[config.mk]
export PLATFORM = sky130hd
export DESIGN_NAME = ptc_top
export DESIGN_NICKNAME = d
export VERILOG_FILES = /design/src/ptc_pkg.sv /design/src/ptc_top.sv
export SDC_FILE = /design/constraint.sdc
export NUM_CORES = 1
export LEC_CHECK = 0
export BUFFER_PORTS_ARGS = -buffer_cell sky130_fd_sc_hd__buf_2
export CAP_MARGIN = 0
export CORE_UTILIZATION = 41
export DETAILED_ROUTE_END_ITERATION = 10
export PLACE_DENSITY = 0.65
export SETUP_SLACK_MARGIN = 0.15
export SLEW_MARGIN = 20
export SYNTH_ARGS = -nofsm -noshare
export SYNTH_HDL_FRONTEND = slang
export SYNTH_SLANG_ARGS = --single-unit
[constraint.sdc]
create_clock -name sys_clk -period 4.4 [get_ports sys_clk]
set_input_delay 0.88 -clock sys_clk [delete_from_list [all_inputs] [get_ports sys_clk]]
set_output_delay 0.88 -clock sys_clk [all_outputs]
set_load 0.02 [all_outputs]
[src/ptc_pkg.sv]
// Constants, state enum and register struct for the push-button tap counter.
// Assumes a single 100 MHz clock and a millisecond tick made by a prescaler.
package ptc_pkg;

    ////////////////////////////////////////////////////////////////////////////
    // Clock and prescaler
    localparam int unsigned CLK_PERIOD_NS = 10;
    localparam int unsigned NS_PER_MS     = 1000000;
    localparam int unsigned MS_CYCLES     = NS_PER_MS / CLK_PERIOD_NS;
    localparam int unsigned PRE_W         = 20;

    ////////////////////////////////////////////////////////////////////////////
    // Timing in milliseconds, counted in prescaler ticks
    localparam int unsigned TMR_W         = 12;
    localparam logic [11:0] DEBOUNCE_MS   = 12'h00f;   // 15 ms
    localparam logic [11:0] SLOW_STEP_MS  = 12'h0fa;   // 250 ms
    localparam logic [11:0] FAST_STEP_MS  = 12'h032;   // 50 ms
    localparam logic [11:0] FAST_AFTER_MS = 12'h3e8;   // 1 s
    localparam logic [11:0] SHUTDOWN_MS   = 12'h7d0;   // 2 s
    localparam logic [11:0] SD_REPEAT_MS  = 12'h0fa;   // 250 ms

    ////////////////////////////////////////////////////////////////////////////
    // Counter and decode
    localparam int unsigned POS_W      = 4;
    localparam int unsigned TAPS       = 16;
    localparam logic [3:0]  POS_RESET  = 4'h0;
    localparam logic [3:0]  POS_TOP    = 4'hf;
    localparam logic [15:0] TAP_BOTTOM = 16'h0001;

    ////////////////////////////////////////////////////////////////////////////
    // Types
    typedef enum logic [3:0] {
        st_idle, st_arm, st_hold, st_both, st_lock,
        st_sd_wait, st_sd_idle, st_sd_arm, st_sd_hold
    } ptc_state_t;

    typedef struct packed {
        logic up;
        logic dn;
    } ptc_btn_t;

    typedef struct packed {
        ptc_btn_t         sync1;
        ptc_btn_t         sync2;
        logic [PRE_W-1:0] pre;
        logic             tick;
        ptc_state_t       st;
        logic             up_dir;
        logic [TMR_W-1:0] tmr;
        logic [TMR_W-1:0] hold;
        logic [POS_W-1:0] pos;
        logic             shut;
        logic [TAPS-1:0]  tap;
        logic             top;
    } ptc_regs_t;

    localparam ptc_regs_t REGS_RESET = '{
        sync1: '{up: 1'b1, dn: 1'b1}, sync2: '{up: 1'b1, dn: 1'b1},
        pre: '0, tick: 1'b0, st: st_idle, up_dir: 1'b0, tmr: '0, hold: '0,
        pos: POS_RESET, shut: 1'b0, tap: TAP_BOTTOM, top: 1'b1
    };

endpackage

[src/ptc_top.sv]
// Push-button up/down tap counter with scan modes and shutdown.
// Assumes raw active-low button levels from pins and a free-running sys_clk.
`timescale 1ns/1ps

// Contract
// - Four-bit position counter, up adds, down subtracts
// - Exactly one of sixteen taps selected
// - Inputs idle high, low means pressed
// - Lows shorter than debounce leave counter unchanged
// - One debounced press moves exactly one step
// - Held press steps at slow rate first
// - After one second held, step fast
// - Release stops stepping, returns idle, keeps value
// - Presses over 15 ms apart ignored until release
// - Counter saturates at both ends
// - Both held two seconds enters shutdown
// - Shutdown opens top, selects bottom, keeps position
// - Press over 15 ms leaves shutdown, restores
// - Still held 250 ms after exit, auto-step
// - Reset starts counter at zero
// - Slow step every 250 ms
// - Fast step every 50 ms
module ptc_top #(
    parameter int unsigned CLKS_PER_MS = ptc_pkg::MS_CYCLES
) (
    input  wire logic                      sys_clk,            // System clock
    input  wire logic                      resetn,             // Async reset, active low
    input  wire logic                      step_up_button_n,   // Raw up button, low pressed
    input  wire logic                      step_down_button_n, // Raw down button, low pressed
    output logic [ptc_pkg::TAPS-1:0]       tap_select,         // One-hot tap switches
    output logic                           top_array_terminal, // Top terminal switch closed
    output logic [ptc_pkg::POS_W-1:0]      wiper_position,     // Saved counter value
    output logic                           shutdown_active     // Shutdown mode flag
);

    ////////////////////////////////////////////////////////////////////////////
    // Helpers

    // Saturating one-step move
    function automatic logic [ptc_pkg::POS_W-1:0] ptc_step(
        input logic [ptc_pkg::POS_W-1:0] pos,
        input logic                      up
    );
        logic [ptc_pkg::POS_W-1:0] res;
        res = pos;
        if (up && pos != ptc_pkg::POS_TOP) begin
            res = pos + 4'h1;
        end else if (!up && pos != ptc_pkg::POS_RESET) begin
            res = pos - 4'h1;
        end
        return res;
    endfunction

    // Position to one-hot tap select
    function automatic logic [ptc_pkg::TAPS-1:0] ptc_onehot(
        input logic [ptc_pkg::POS_W-1:0] pos
    );
        logic [ptc_pkg::TAPS-1:0] res;
        res = '0;
        res[pos] = 1'b1;
        return res;
    endfunction

    ////////////////////////////////////////////////////////////////////////////
    // State

    ptc_pkg::ptc_regs_t         r;
    ptc_pkg::ptc_regs_t         n;
    logic                       up_low;
    logic                       dn_low;
    logic                       held;
    logic [ptc_pkg::TMR_W-1:0]  tmr_inc;
    logic [ptc_pkg::TMR_W-1:0]  interval;

    localparam logic [ptc_pkg::PRE_W-1:0] PRE_LAST = ptc_pkg::PRE_W'(CLKS_PER_MS - 1);

    ////////////////////////////////////////////////////////////////////////////
    // Next-state logic
    always_comb begin
        n = r;
        // Two-flop synchronisers, only the second stage is read
        n.sync1 = '{up: step_up_button_n, dn: step_down_button_n};
        n.sync2 = r.sync1;
        // Millisecond tick
        if (r.pre == PRE_LAST) begin
            n.pre  = '0;
            n.tick = 1'b1;
        end else begin
            n.pre  = r.pre + 20'h00001;
            n.tick = 1'b0;
        end
        up_low   = ~r.sync2.up;
        dn_low   = ~r.sync2.dn;
        held     = r.up_dir ? up_low : dn_low;
        tmr_inc  = r.tick ? r.tmr + 12'h001 : r.tmr;
        interval = (r.hold > ptc_pkg::FAST_AFTER_MS) ? ptc_pkg::FAST_STEP_MS
                                                     : ptc_pkg::SLOW_STEP_MS;
        case (r.st)
            ptc_pkg::st_idle: begin
                if (up_low || dn_low) begin
                    n.st     = ptc_pkg::st_arm;
                    n.up_dir = up_low;
                    n.tmr    = '0;
                end
            end
            ptc_pkg::st_arm: begin
                if (up_low && dn_low) begin
                    n.tmr = '0;
                    if (r.tmr < ptc_pkg::DEBOUNCE_MS) begin
                        n.st = ptc_pkg::st_both;
                    end else begin
                        n.st = ptc_pkg::st_lock;
                    end
                end else if (!held) begin
                    n.st = ptc_pkg::st_idle;
                end else if (tmr_inc >= ptc_pkg::DEBOUNCE_MS) begin
                    n.pos  = ptc_step(r.pos, r.up_dir);
                    n.st   = ptc_pkg::st_hold;
                    n.tmr  = '0;
                    n.hold = '0;
                end else begin
                    n.tmr = tmr_inc;
                end
            end
            ptc_pkg::st_hold: begin
                if (up_low && dn_low) begin
                    n.st = ptc_pkg::st_lock;
                end else if (!held) begin
                    n.st = ptc_pkg::st_idle;
                end else if (r.tick) begin
                    if (r.hold <= ptc_pkg::FAST_AFTER_MS) begin
                        n.hold = r.hold + 12'h001;
                    end
                    if (tmr_inc >= interval) begin
                        n.pos = ptc_step(r.pos, r.up_dir);
                        n.tmr = '0;
                    end else begin
                        n.tmr = tmr_inc;
                    end
                end
            end
            ptc_pkg::st_both: begin
                if (!up_low || !dn_low) begin
                    n.st = ptc_pkg::st_lock;
                end else if (tmr_inc >= ptc_pkg::SHUTDOWN_MS) begin
                    n.shut = 1'b1;
                    n.st   = ptc_pkg::st_sd_wait;
                end else begin
                    n.tmr = tmr_inc;
                end
            end
            ptc_pkg::st_lock: begin
                if (!up_low && !dn_low) begin
                    n.st = ptc_pkg::st_idle;
                end
            end
            ptc_pkg::st_sd_wait: begin
                // Both buttons must come up before shutdown can be left
                if (!up_low && !dn_low) begin
                    n.st = ptc_pkg::st_sd_idle;
                end
            end
            ptc_pkg::st_sd_idle: begin
                if (up_low || dn_low) begin
                    n.st     = ptc_pkg::st_sd_arm;
                    n.up_dir = up_low;
                    n.tmr    = '0;
                end
            end
            ptc_pkg::st_sd_arm: begin
                if (!held) begin
                    n.st = ptc_pkg::st_sd_idle;
                end else if (tmr_inc > ptc_pkg::DEBOUNCE_MS) begin
                    n.shut = 1'b0;
                    n.st   = ptc_pkg::st_sd_hold;
                    n.tmr  = '0;
                end else begin
                    n.tmr = tmr_inc;
                end
            end
            ptc_pkg::st_sd_hold: begin
                if (up_low && dn_low) begin
                    n.st = ptc_pkg::st_lock;
                end else if (!held) begin
                    n.st = ptc_pkg::st_idle;
                end else if (tmr_inc > ptc_pkg::SD_REPEAT_MS) begin
                    n.pos  = ptc_step(r.pos, r.up_dir);
                    n.st   = ptc_pkg::st_hold;
                    n.tmr  = '0;
                    n.hold = '0;
                end else begin
                    n.tmr = tmr_inc;
                end
            end
            default: begin
                n = ptc_pkg::REGS_RESET;
            end
        endcase
        // Registered decode, bottom tap and open top in shutdown
        n.tap = n.shut ? ptc_pkg::TAP_BOTTOM : ptc_onehot(n.pos);
        n.top = ~n.shut;
    end

    ////////////////////////////////////////////////////////////////////////////
    // State register
    always_ff @(posedge sys_clk or negedge resetn) begin
        if (!resetn) begin
            r <= ptc_pkg::REGS_RESET;
        end else begin
            r <= n;
        end
    end

    // Outputs straight from flops
    assign tap_select         = r.tap;
    assign top_array_terminal = r.top;
    assign wiper_position     = r.pos;
    assign shutdown_active    = r.shut;
endmodule

==> reports/results.env, run 1 <==
STATUS='complete, no violations'
YS_SEQ_AREA_SHARE_PCT=38.1
FLOORPLAN_DIE_AREA_UM2=12700
LEAKAGE_uW=0.00232
TIMING.CRITICAL_PATH.REQUIRED_PS=4660
YOSYSTOPAREACELLSHARE_PCT=34.9
CTSROOTBUFFERMASTER='sky130_fd_sc_hd__clkbuf_16'
SYNTH_CELL_TYPE_COUNT=78
GLOBALROUTETOTALUTIL_PCT=19.1
HOLD_VIOLATIONS=0
FINALCRITPERIODSHARE_PCT=88.4
ROUTED-VIA-COUNT=4172
CRITICAL_PATH.CELL_CHAIN='ha_2, and4_2, nand3_1, xnor2_1, ha_1, nand2_1, a221oi_1, o21a_1, nor3_1, o32ai_1, a21oi_1, o211ai_4, nor3b_2'
TIMING.FINAL.CRIT_PERIOD_PS=3890
ASYNC_FLOP_SHARE_PCT=100
MEASURED_SLEW_AT_THE_WORST_SLEW_CHECK_PIN_PS=1020
MAX_SLEW_MARGIN_PCT=31.2
NATURE_OF_THE_CRITICAL_PATH_STARTPOINT='flop'
CP-END-KIND='flop'
DIE_H_UM=113
VDD.IR_DROP.WORST_V=0.000272
SYNTH_AREA_LEADER_CELL='sky130_fd_sc_hd__dfrtp_1'
AREA_DELTA_SYNTH_FINAL_PCT=8.41
PORT_BUFFERS=25
FF2FF_SETUP_SLACK_PS=510
DRV.MAX_CAP_VIOLATION_COUNT=0
CLKTRANSATPATHREGS_PS=70
TOTAL_POWER_CONSUMPTION_OF_THE_ROUTED_DESIGN_uW=2400
CORE_REGION_AREA_UM2=12000
SUM_NEG_SETUP_SLACK_PS=0
CRITPATHKIND='flop to flop'
CLOCK_SKEW_PS=13.6
INITIAL_CORE_UTIL_PCT=41.9
CLOCK_BUFFERS_CREATED_BY_TRITONCTS=9
OVERALL_DIE_WIDTH_UM=113
CRITICAL-PATH-SLOWEST-CELL='sky130_fd_sc_hd__dfrtp_1'
SYNTH-EDFF-COUNT=0
RATIO_OF_TOTAL_POWER_TO_CELL_AREA_nW_PER_UM2=442
SYN_AREA_PER_CELL_UM2=8.89
SYN-CELL-AREA_UM2=5010
FINALNETCOUNT=568
TIMING.FINAL.SETUP_VIOLATIONS=0
FINALWIRELENGTH_UM=11300
POST-ROUTE-DRC-COUNT=0
VIAS_PER_CELL=5.90
CLOCK_LATENCY_PS=350
CORE.ROWCOUNT=40
GLOBAL_ROUTE_WIRE_LENGTH_BEFORE_REPAIR_UM=19400
CRITICAL_PATH_ARRIVAL_PS=4150
TIMING.FINAL.MAX_SLEW_VIOLATIONS=0
CRITICAL-PATH-MAX-STAGE-DELAY_PS=550
PLACEDCELLCOUNT=691
SYNTH_CELLS=564
TRITONCTS='done'
FINAL-INSTANCE-COUNT-EXCL-FILL=707
GRT_PASS1_VIAS=3994
POST_DP_HPWL_UM=7760
GRT_MAX_DEGREE=77
SYNTH_FP_NETS=577
CRITICAL_REGISTER_TO_REGISTER_PATH_ENDPOINT='tap_select[1]'
RR_STARTPOINT='r[35]'
CTS_SINKS=76
SYNTH_FF_TYPE='sky130_fd_sc_hd__dfrtp_1'
GRT_ANTENNA_BEFORE_REPAIR=0
1ST_PASS_ROUTER_ITERATIONS=5
CLOCKBUFFERDEPTH=2
HOLD_PATH.STARTPOINT='r[75]'
HOLD_END='r[73]'
SYNTH_SEQ_CELLS=76
IOS=26
SYNTH_WARNINGS=0
HOLD_DEPTH=1
REG2REG_DEPTH=13
RSZ0062_AT_GRT='no'
TIMING.CRITICAL_PATH.FANOUT_MAX=17
WL_PER_CELL_UM=16.0
GP_CONGESTION=0.903
FIRST_ITER_VIOLATIONS=263
MAXIMUM_CLOCK_FREQUENCY_GHz=0.257
CTS-HTREE-LEVELS=3
DETAIL-ROUTE-ANTENNA-NETS=0
NETLIST_TOP_CELLS_AREA='sky130_fd_sc_hd__dfrtp_1, sky130_fd_sc_hd__nand2_1, sky130_fd_sc_hd__buf_4'
HP-CLASS='flop to flop'
DRIVE_ABOVE_1_SHARE_PCT=14.1
GRT-OVFL-TOTAL=0
DIODES=0
cell usage after synthesis, types with 4 or more instances:
cell and n:
sky130_fd_sc_hd__ha_1 9, sky130_fd_sc_hd__nor3b_2 6, sky130_fd_sc_hd__and3b_1 7, sky130_fd_sc_hd__buf_4 25, sky130_fd_sc_hd__nand4_1 11, sky130_fd_sc_hd__nor2_1 48
sky130_fd_sc_hd__or4_1 5, sky130_fd_sc_hd__o31ai_1 5, sky130_fd_sc_hd__dfrtp_1 70, sky130_fd_sc_hd__o21ai_0 31, sky130_fd_sc_hd__xor2_1 12, sky130_fd_sc_hd__nor3_1 21
sky130_fd_sc_hd__and2_1 4, sky130_fd_sc_hd__clkbuf_1 13, sky130_fd_sc_hd__nor2b_1 8, sky130_fd_sc_hd__inv_1 15, sky130_fd_sc_hd__nand2_1 53, sky130_fd_sc_hd__o22ai_1 8
sky130_fd_sc_hd__o2111ai_1 4, sky130_fd_sc_hd__and3_1 17, sky130_fd_sc_hd__nor4_1 6, sky130_fd_sc_hd__buf_2 9, sky130_fd_sc_hd__a22oi_1 6, sky130_fd_sc_hd__dfstp_2 6
sky130_fd_sc_hd__a21o_1 11, sky130_fd_sc_hd__a21oi_1 23, sky130_fd_sc_hd__mux2i_1 5, sky130_fd_sc_hd__xnor2_1 13, sky130_fd_sc_hd__nand2b_1 15, sky130_fd_sc_hd__nand3_1 24
routing by layer:
metal  track usage [%]  wire length, um  vias up
li1                  -                -     2021
met1              24.9             5300     1994
met2              30.6             5160      133
met3              4.75              571       24
met4              7.47              264        0
met5                 0                0        -
timing repair:
item | in CTS | in global routing
gates resized for setup | 0 | 3
setup endpoints to repair | 0 | 19
buffers inserted | 0 | 0
hold buffers | 0 | 0
power breakdown:
part | total [uW] | leakage (uW) | switching [uW] | internal, uW
clock network | 891 | 0.000176 | 303 | 587
logic | 632 | 0.00112 | 395 | 237
registers | 879 | 0.00102 | 126 | 753
worst max-delay path: cells and delay by family (launching register included):
family,cells,cell delay (ps)
xor+xnor,1,200
compound gates,5,1370
fa+ha+maj,2,660
simple gates,5,1010
flops,1,550
sequential cells by signal, summed over array words and instances, names as in the netlist:
register,cells
r,54
wiper_position,4
tap_select,16
shutdown_active,1
top_array_terminal,1
worst max-delay path by stage:
stage                           to   from  slack, ps  cells past startpoint
floorplan            tap_select[0]  r[34]       1370                     14
global placement    tap_select[10]  r[34]        420                     13
detailed placement   tap_select[1]  r[34]        260                     13
CTS                  tap_select[1]  r[34]        230                     13
global route         tap_select[0]  r[34]        210                     13
finish               tap_select[1]  r[35]        510                     13
final cells by class:
class,instances,area [um2]
Multi-Input combinational cell,425,2780
Fill cell,1157,6530
Sequential cell,76,1910
Inverter,15,56.3
Tap cell,147,184
Timing Repair Buffer,28,150
Clock inverter,5,108
Clock buffer,11,253
cell usage in the layout (no fill, tap or decap), types with 6 or more instances in the layout:
| cell type | count |
|---|---|
| sky130_fd_sc_hd__a21o_1 | 11 |
| sky130_fd_sc_hd__a21oi_1 | 23 |
| sky130_fd_sc_hd__a22oi_1 | 6 |
| sky130_fd_sc_hd__and3_1 | 17 |
| sky130_fd_sc_hd__and3b_1 | 7 |
| sky130_fd_sc_hd__buf_2 | 24 |
| sky130_fd_sc_hd__clkbuf_16 | 9 |
| sky130_fd_sc_hd__dfrtp_1 | 70 |
| sky130_fd_sc_hd__dfstp_2 | 6 |
| sky130_fd_sc_hd__ha_1 | 8 |
| sky130_fd_sc_hd__inv_1 | 15 |
| sky130_fd_sc_hd__nand2_1 | 53 |
| sky130_fd_sc_hd__nand2b_1 | 15 |
| sky130_fd_sc_hd__nand3_1 | 24 |
| sky130_fd_sc_hd__nand4_1 | 11 |
| sky130_fd_sc_hd__nor2_1 | 48 |
| sky130_fd_sc_hd__nor2b_1 | 8 |
| sky130_fd_sc_hd__nor3_1 | 21 |
| sky130_fd_sc_hd__nor3b_2 | 6 |
| sky130_fd_sc_hd__nor4_1 | 6 |
| sky130_fd_sc_hd__o21ai_0 | 31 |
| sky130_fd_sc_hd__o22ai_1 | 8 |
| sky130_fd_sc_hd__xnor2_1 | 13 |
| sky130_fd_sc_hd__xor2_1 | 12 |
cells by family (layout without fill, tap and decap cells):
| family | count (synthesis) | count (layout) | synth area share (%) |
|---|---|---|---|
| AND/OR/NAND/NOR | 249 | 249 | 27.6 |
| AO/OA/AOI/OAI | 137 | 137 | 19.9 |
| flip-flops | 76 | 76 | 38.1 |
| buffers and inverters | 63 | 59 | 6.81 |
| XOR/XNOR | 25 | 25 | 4.37 |
| adder cells (fa/ha/maj) | 9 | 9 | 2.25 |
| multiplexers | 5 | 5 | 0.998 |
stage by stage:
stage	utilization, %	hold WS, ps	area, um2	setup WS, ps
after floorplan	-	455	5010	1370
after global placement	42.3	475	5060	425
after detailed placement	42.3	478	5060	264
after CTS	45.3	484	5420	229
after global routing	45.4	492	5440	211
final	45.4	481	5440	509
No activity file was read; power rests on OpenSTA's default activity.
==> inputs of run 2 (changes only) <==
- CELL_PAD_IN_SITES_DETAIL_PLACEMENT: default -> 1
- CELL_PAD_IN_SITES_GLOBAL_PLACEMENT: default -> 2
- CORE_UTILIZATION: 41 -> 39
- PLACE_DENSITY: 0.65 -> 0.89
==> run 2 against run 1 <==
  * Count of clock-buffer cells in the layout fell by 2
  * Utilization decreased by 2.1 points
  * Clock skew is 7.0 ps lower
  * Critical endpoint is now tap_select[7]
==> reports/results.env, run 2 (synthesized netlist as in run 1, its figures left out) <==
STATUS='complete, no violations'
CLOCK_BUFFERS_CREATED_BY_TRITONCTS=9  # unchanged
POST-ROUTE-DRC-COUNT=0  # unchanged
HOLD_VIOLATIONS=0  # unchanged
FLOORPLAN_DIE_AREA_UM2=13300  # +5.0%
1ST_PASS_ROUTER_ITERATIONS=4  # -1
MEASURED_SLEW_AT_THE_WORST_SLEW_CHECK_PIN_PS=1010  # -9.16 ps
TIMING.FINAL.MAX_SLEW_VIOLATIONS=0  # unchanged
WL_PER_CELL_UM=18.1  # +13%
GLOBALROUTETOTALUTIL_PCT=21.4  # +2.3 points
CLOCK_LATENCY_PS=350  # about the same
NATURE_OF_THE_CRITICAL_PATH_STARTPOINT='flop'
LARGEST_REGISTER_FFS=54  # unchanged
INITIAL_CORE_UTIL_PCT=39.9  # -2.0 points
TIMING.FINAL.SETUP_VIOLATIONS=0  # unchanged
RATIO_OF_TOTAL_POWER_TO_CELL_AREA_nW_PER_UM2=438  # -0.93%
CRITPATHKIND='flop to flop'
MAX_SLEW_MARGIN_PCT=31.9  # +0.62 points
AREA_DELTA_SYNTH_FINAL_PCT=8.66
DIE_H_UM=115  # +2.5%
PORT_BUFFERS=25  # unchanged
GRT-OVFL-TOTAL=0  # unchanged
CTS-HTREE-LEVELS=3  # unchanged
SUM_NEG_SETUP_SLACK_PS=0  # unchanged
MOST-COMMON-LAYOUT-CELLS='sky130_fd_sc_hd__dfrtp_1, sky130_fd_sc_hd__nand2_1, sky130_fd_sc_hd__nor2_1'
DRV.MAX_CAP_VIOLATION_COUNT=0  # unchanged
GP_CONGESTION=0.882  # -2.3%
FINAL.HOLD.WORST_SLACK_PS=484  # +3.41 ps
LEAKAGE_uW=0.00231  # -0.14%
GLOBAL_ROUTE_WIRE_LENGTH_BEFORE_REPAIR_UM=22200  # +15%
PLACEDCELLCOUNT=718  # +3.9%
GRT.MET1_USAGE_PCT=27.2  # +2.3 points
CP-END-KIND='flop'
CTSROOTBUFFERMASTER='sky130_fd_sc_hd__clkbuf_16'
FIRST_ITER_VIOLATIONS=249  # -5.3%
CLOCK_SKEW_PS=6.65  # -6.98 ps
GRT_PASS1_VIAS=4419  # +11%
VIAS_PER_CELL=5.81  # -1.6%
CORE_REGION_AREA_UM2=12600  # +5.1%
GRT_ANTENNA_BEFORE_REPAIR=0  # unchanged
MAXIMUM_CLOCK_FREQUENCY_GHz=0.256  # -0.40%
DIODES=0  # unchanged
DETAIL-ROUTE-ANTENNA-NETS=0  # unchanged
FINALCRITPERIODSHARE_PCT=88.8  # +0.36 points
FINALNETCOUNT=570  # +0.35%
LARGEST_REGISTER='r'
TOTAL_POWER_CONSUMPTION_OF_THE_ROUTED_DESIGN_uW=2380  # -0.71%
OVERALL_DIE_WIDTH_UM=115  # +2.5%
HP-CLASS='flop to flop'
TIMING.CRITICAL_PATH.REQUIRED_PS=4670  # about the same
TIMING.FINAL.CRIT_PERIOD_PS=3910  # +15.7 ps
FINAL_COMMON_CELL='sky130_fd_sc_hd__dfrtp_1'
IOS=26  # unchanged
DRIVE_ABOVE_1_SHARE_PCT=14.1  # -0.050 points
POST_DP_HPWL_UM=9160  # +18%
CRITICAL_PATH_ARRIVAL_PS=4170  # +20 ps
TRITONCTS='done'
TIMING.CRITICAL_PATH.FANOUT_MAX=17  # unchanged
CLOCKBUFFERDEPTH=2  # unchanged
FINAL-INSTANCE-COUNT-EXCL-FILL=734  # +3.8%
CTS_SINKS=76  # unchanged
GRTUSAGEMET3_PCT=3.06  # -1.7 points
ROUTED-VIA-COUNT=4262  # +2.2%
GRT_MOST_USED_LAYER='met2'
RSZ0062_AT_GRT='no'
CORE.ROWCOUNT=41  # +2.5%
CLKTRANSATPATHREGS_PS=70  # about the same
GLOBALROUTEMET2UTIL_PCT=35.6  # +5.0 points
VDD.IR_DROP.WORST_V=0.000241  # -11%
FINALWIRELENGTH_UM=13300  # +18%
GRT_MAX_DEGREE=77  # unchanged
-- run 2: area by class of cell --
| type | count | area [um2] |
|---|---|---|
| flip-flops and latches | 76 | 1910 |
| clock buffers | 9 | 225 |
| fillers | 1471 | 7120 |
| well taps | 172 | 215 |
| multi-input cells | 425 | 2770 |
| repair buffers | 30 | 165 |
| clock inverters | 7 | 105 |
| inverters | 15 | 56.3 |
-- run 2: through the flow --
stage          area, um2  setup slack, ps  utilization, %
3_3_place_gp        5110              683            40.7
3_5_place_dp        5110              495            40.7
6_report            5450              494            43.4
2_1_floorplan       5010             1370               -
5_1_grt             5450              234            43.4
4_1_cts             5440              468            43.3
-- run 2: where the power goes --
group | internal, uW | switching (uW)
clock | 506 | 329
combinational | 238 | 423
sequential | 752 | 136
-- run 2: critical path, stage by stage (launching register included) --
cell and delay [ps]:
sky130_fd_sc_hd__dfrtp_1 580, sky130_fd_sc_hd__ha_1 230, sky130_fd_sc_hd__and4_1 480, sky130_fd_sc_hd__nand3_1 230, sky130_fd_sc_hd__xnor2_1 200, sky130_fd_sc_hd__ha_1 290
sky130_fd_sc_hd__nand2_1 50, sky130_fd_sc_hd__a221oi_1 310, sky130_fd_sc_hd__o21a_1 240, sky130_fd_sc_hd__nor3_1 70, sky130_fd_sc_hd__o32ai_1 270, sky130_fd_sc_hd__a21oi_1 160
sky130_fd_sc_hd__o211ai_4 420, sky130_fd_sc_hd__nor3b_2 270
-- run 2: routing by layer --
metal	up-vias	part of all wire (%)
met5	-	0
met4	0	2.4
met3	24	2.8
met2	73	50
met1	2136	45
li1	2029	-
-- run 2: final timing paths --
| path | from | to | slack (ps) | cells after the start |
|---|---|---|---|---|
| worst min-delay path | r[74] | r[72] | 480 | 1 |
| min in group asynchronous | resetn | r[43] | 660 | 1 |
| worst max-delay path | r[34] | tap_select[7] | 490 | 13 |
| max in group asynchronous | resetn | r[25] | 3080 | 1 |
| worst max register to register | r[34] | tap_select[7] | 490 | 13 |
| worst min register to register | r[74] | r[72] | 480 | 1 |
-- run 2: what timing repair did --
action,in CTS,in global routing
hold buffers,0,0
gates resized for setup,0,1
setup buffers,0,0
endpoints found under the setup margin,0,10
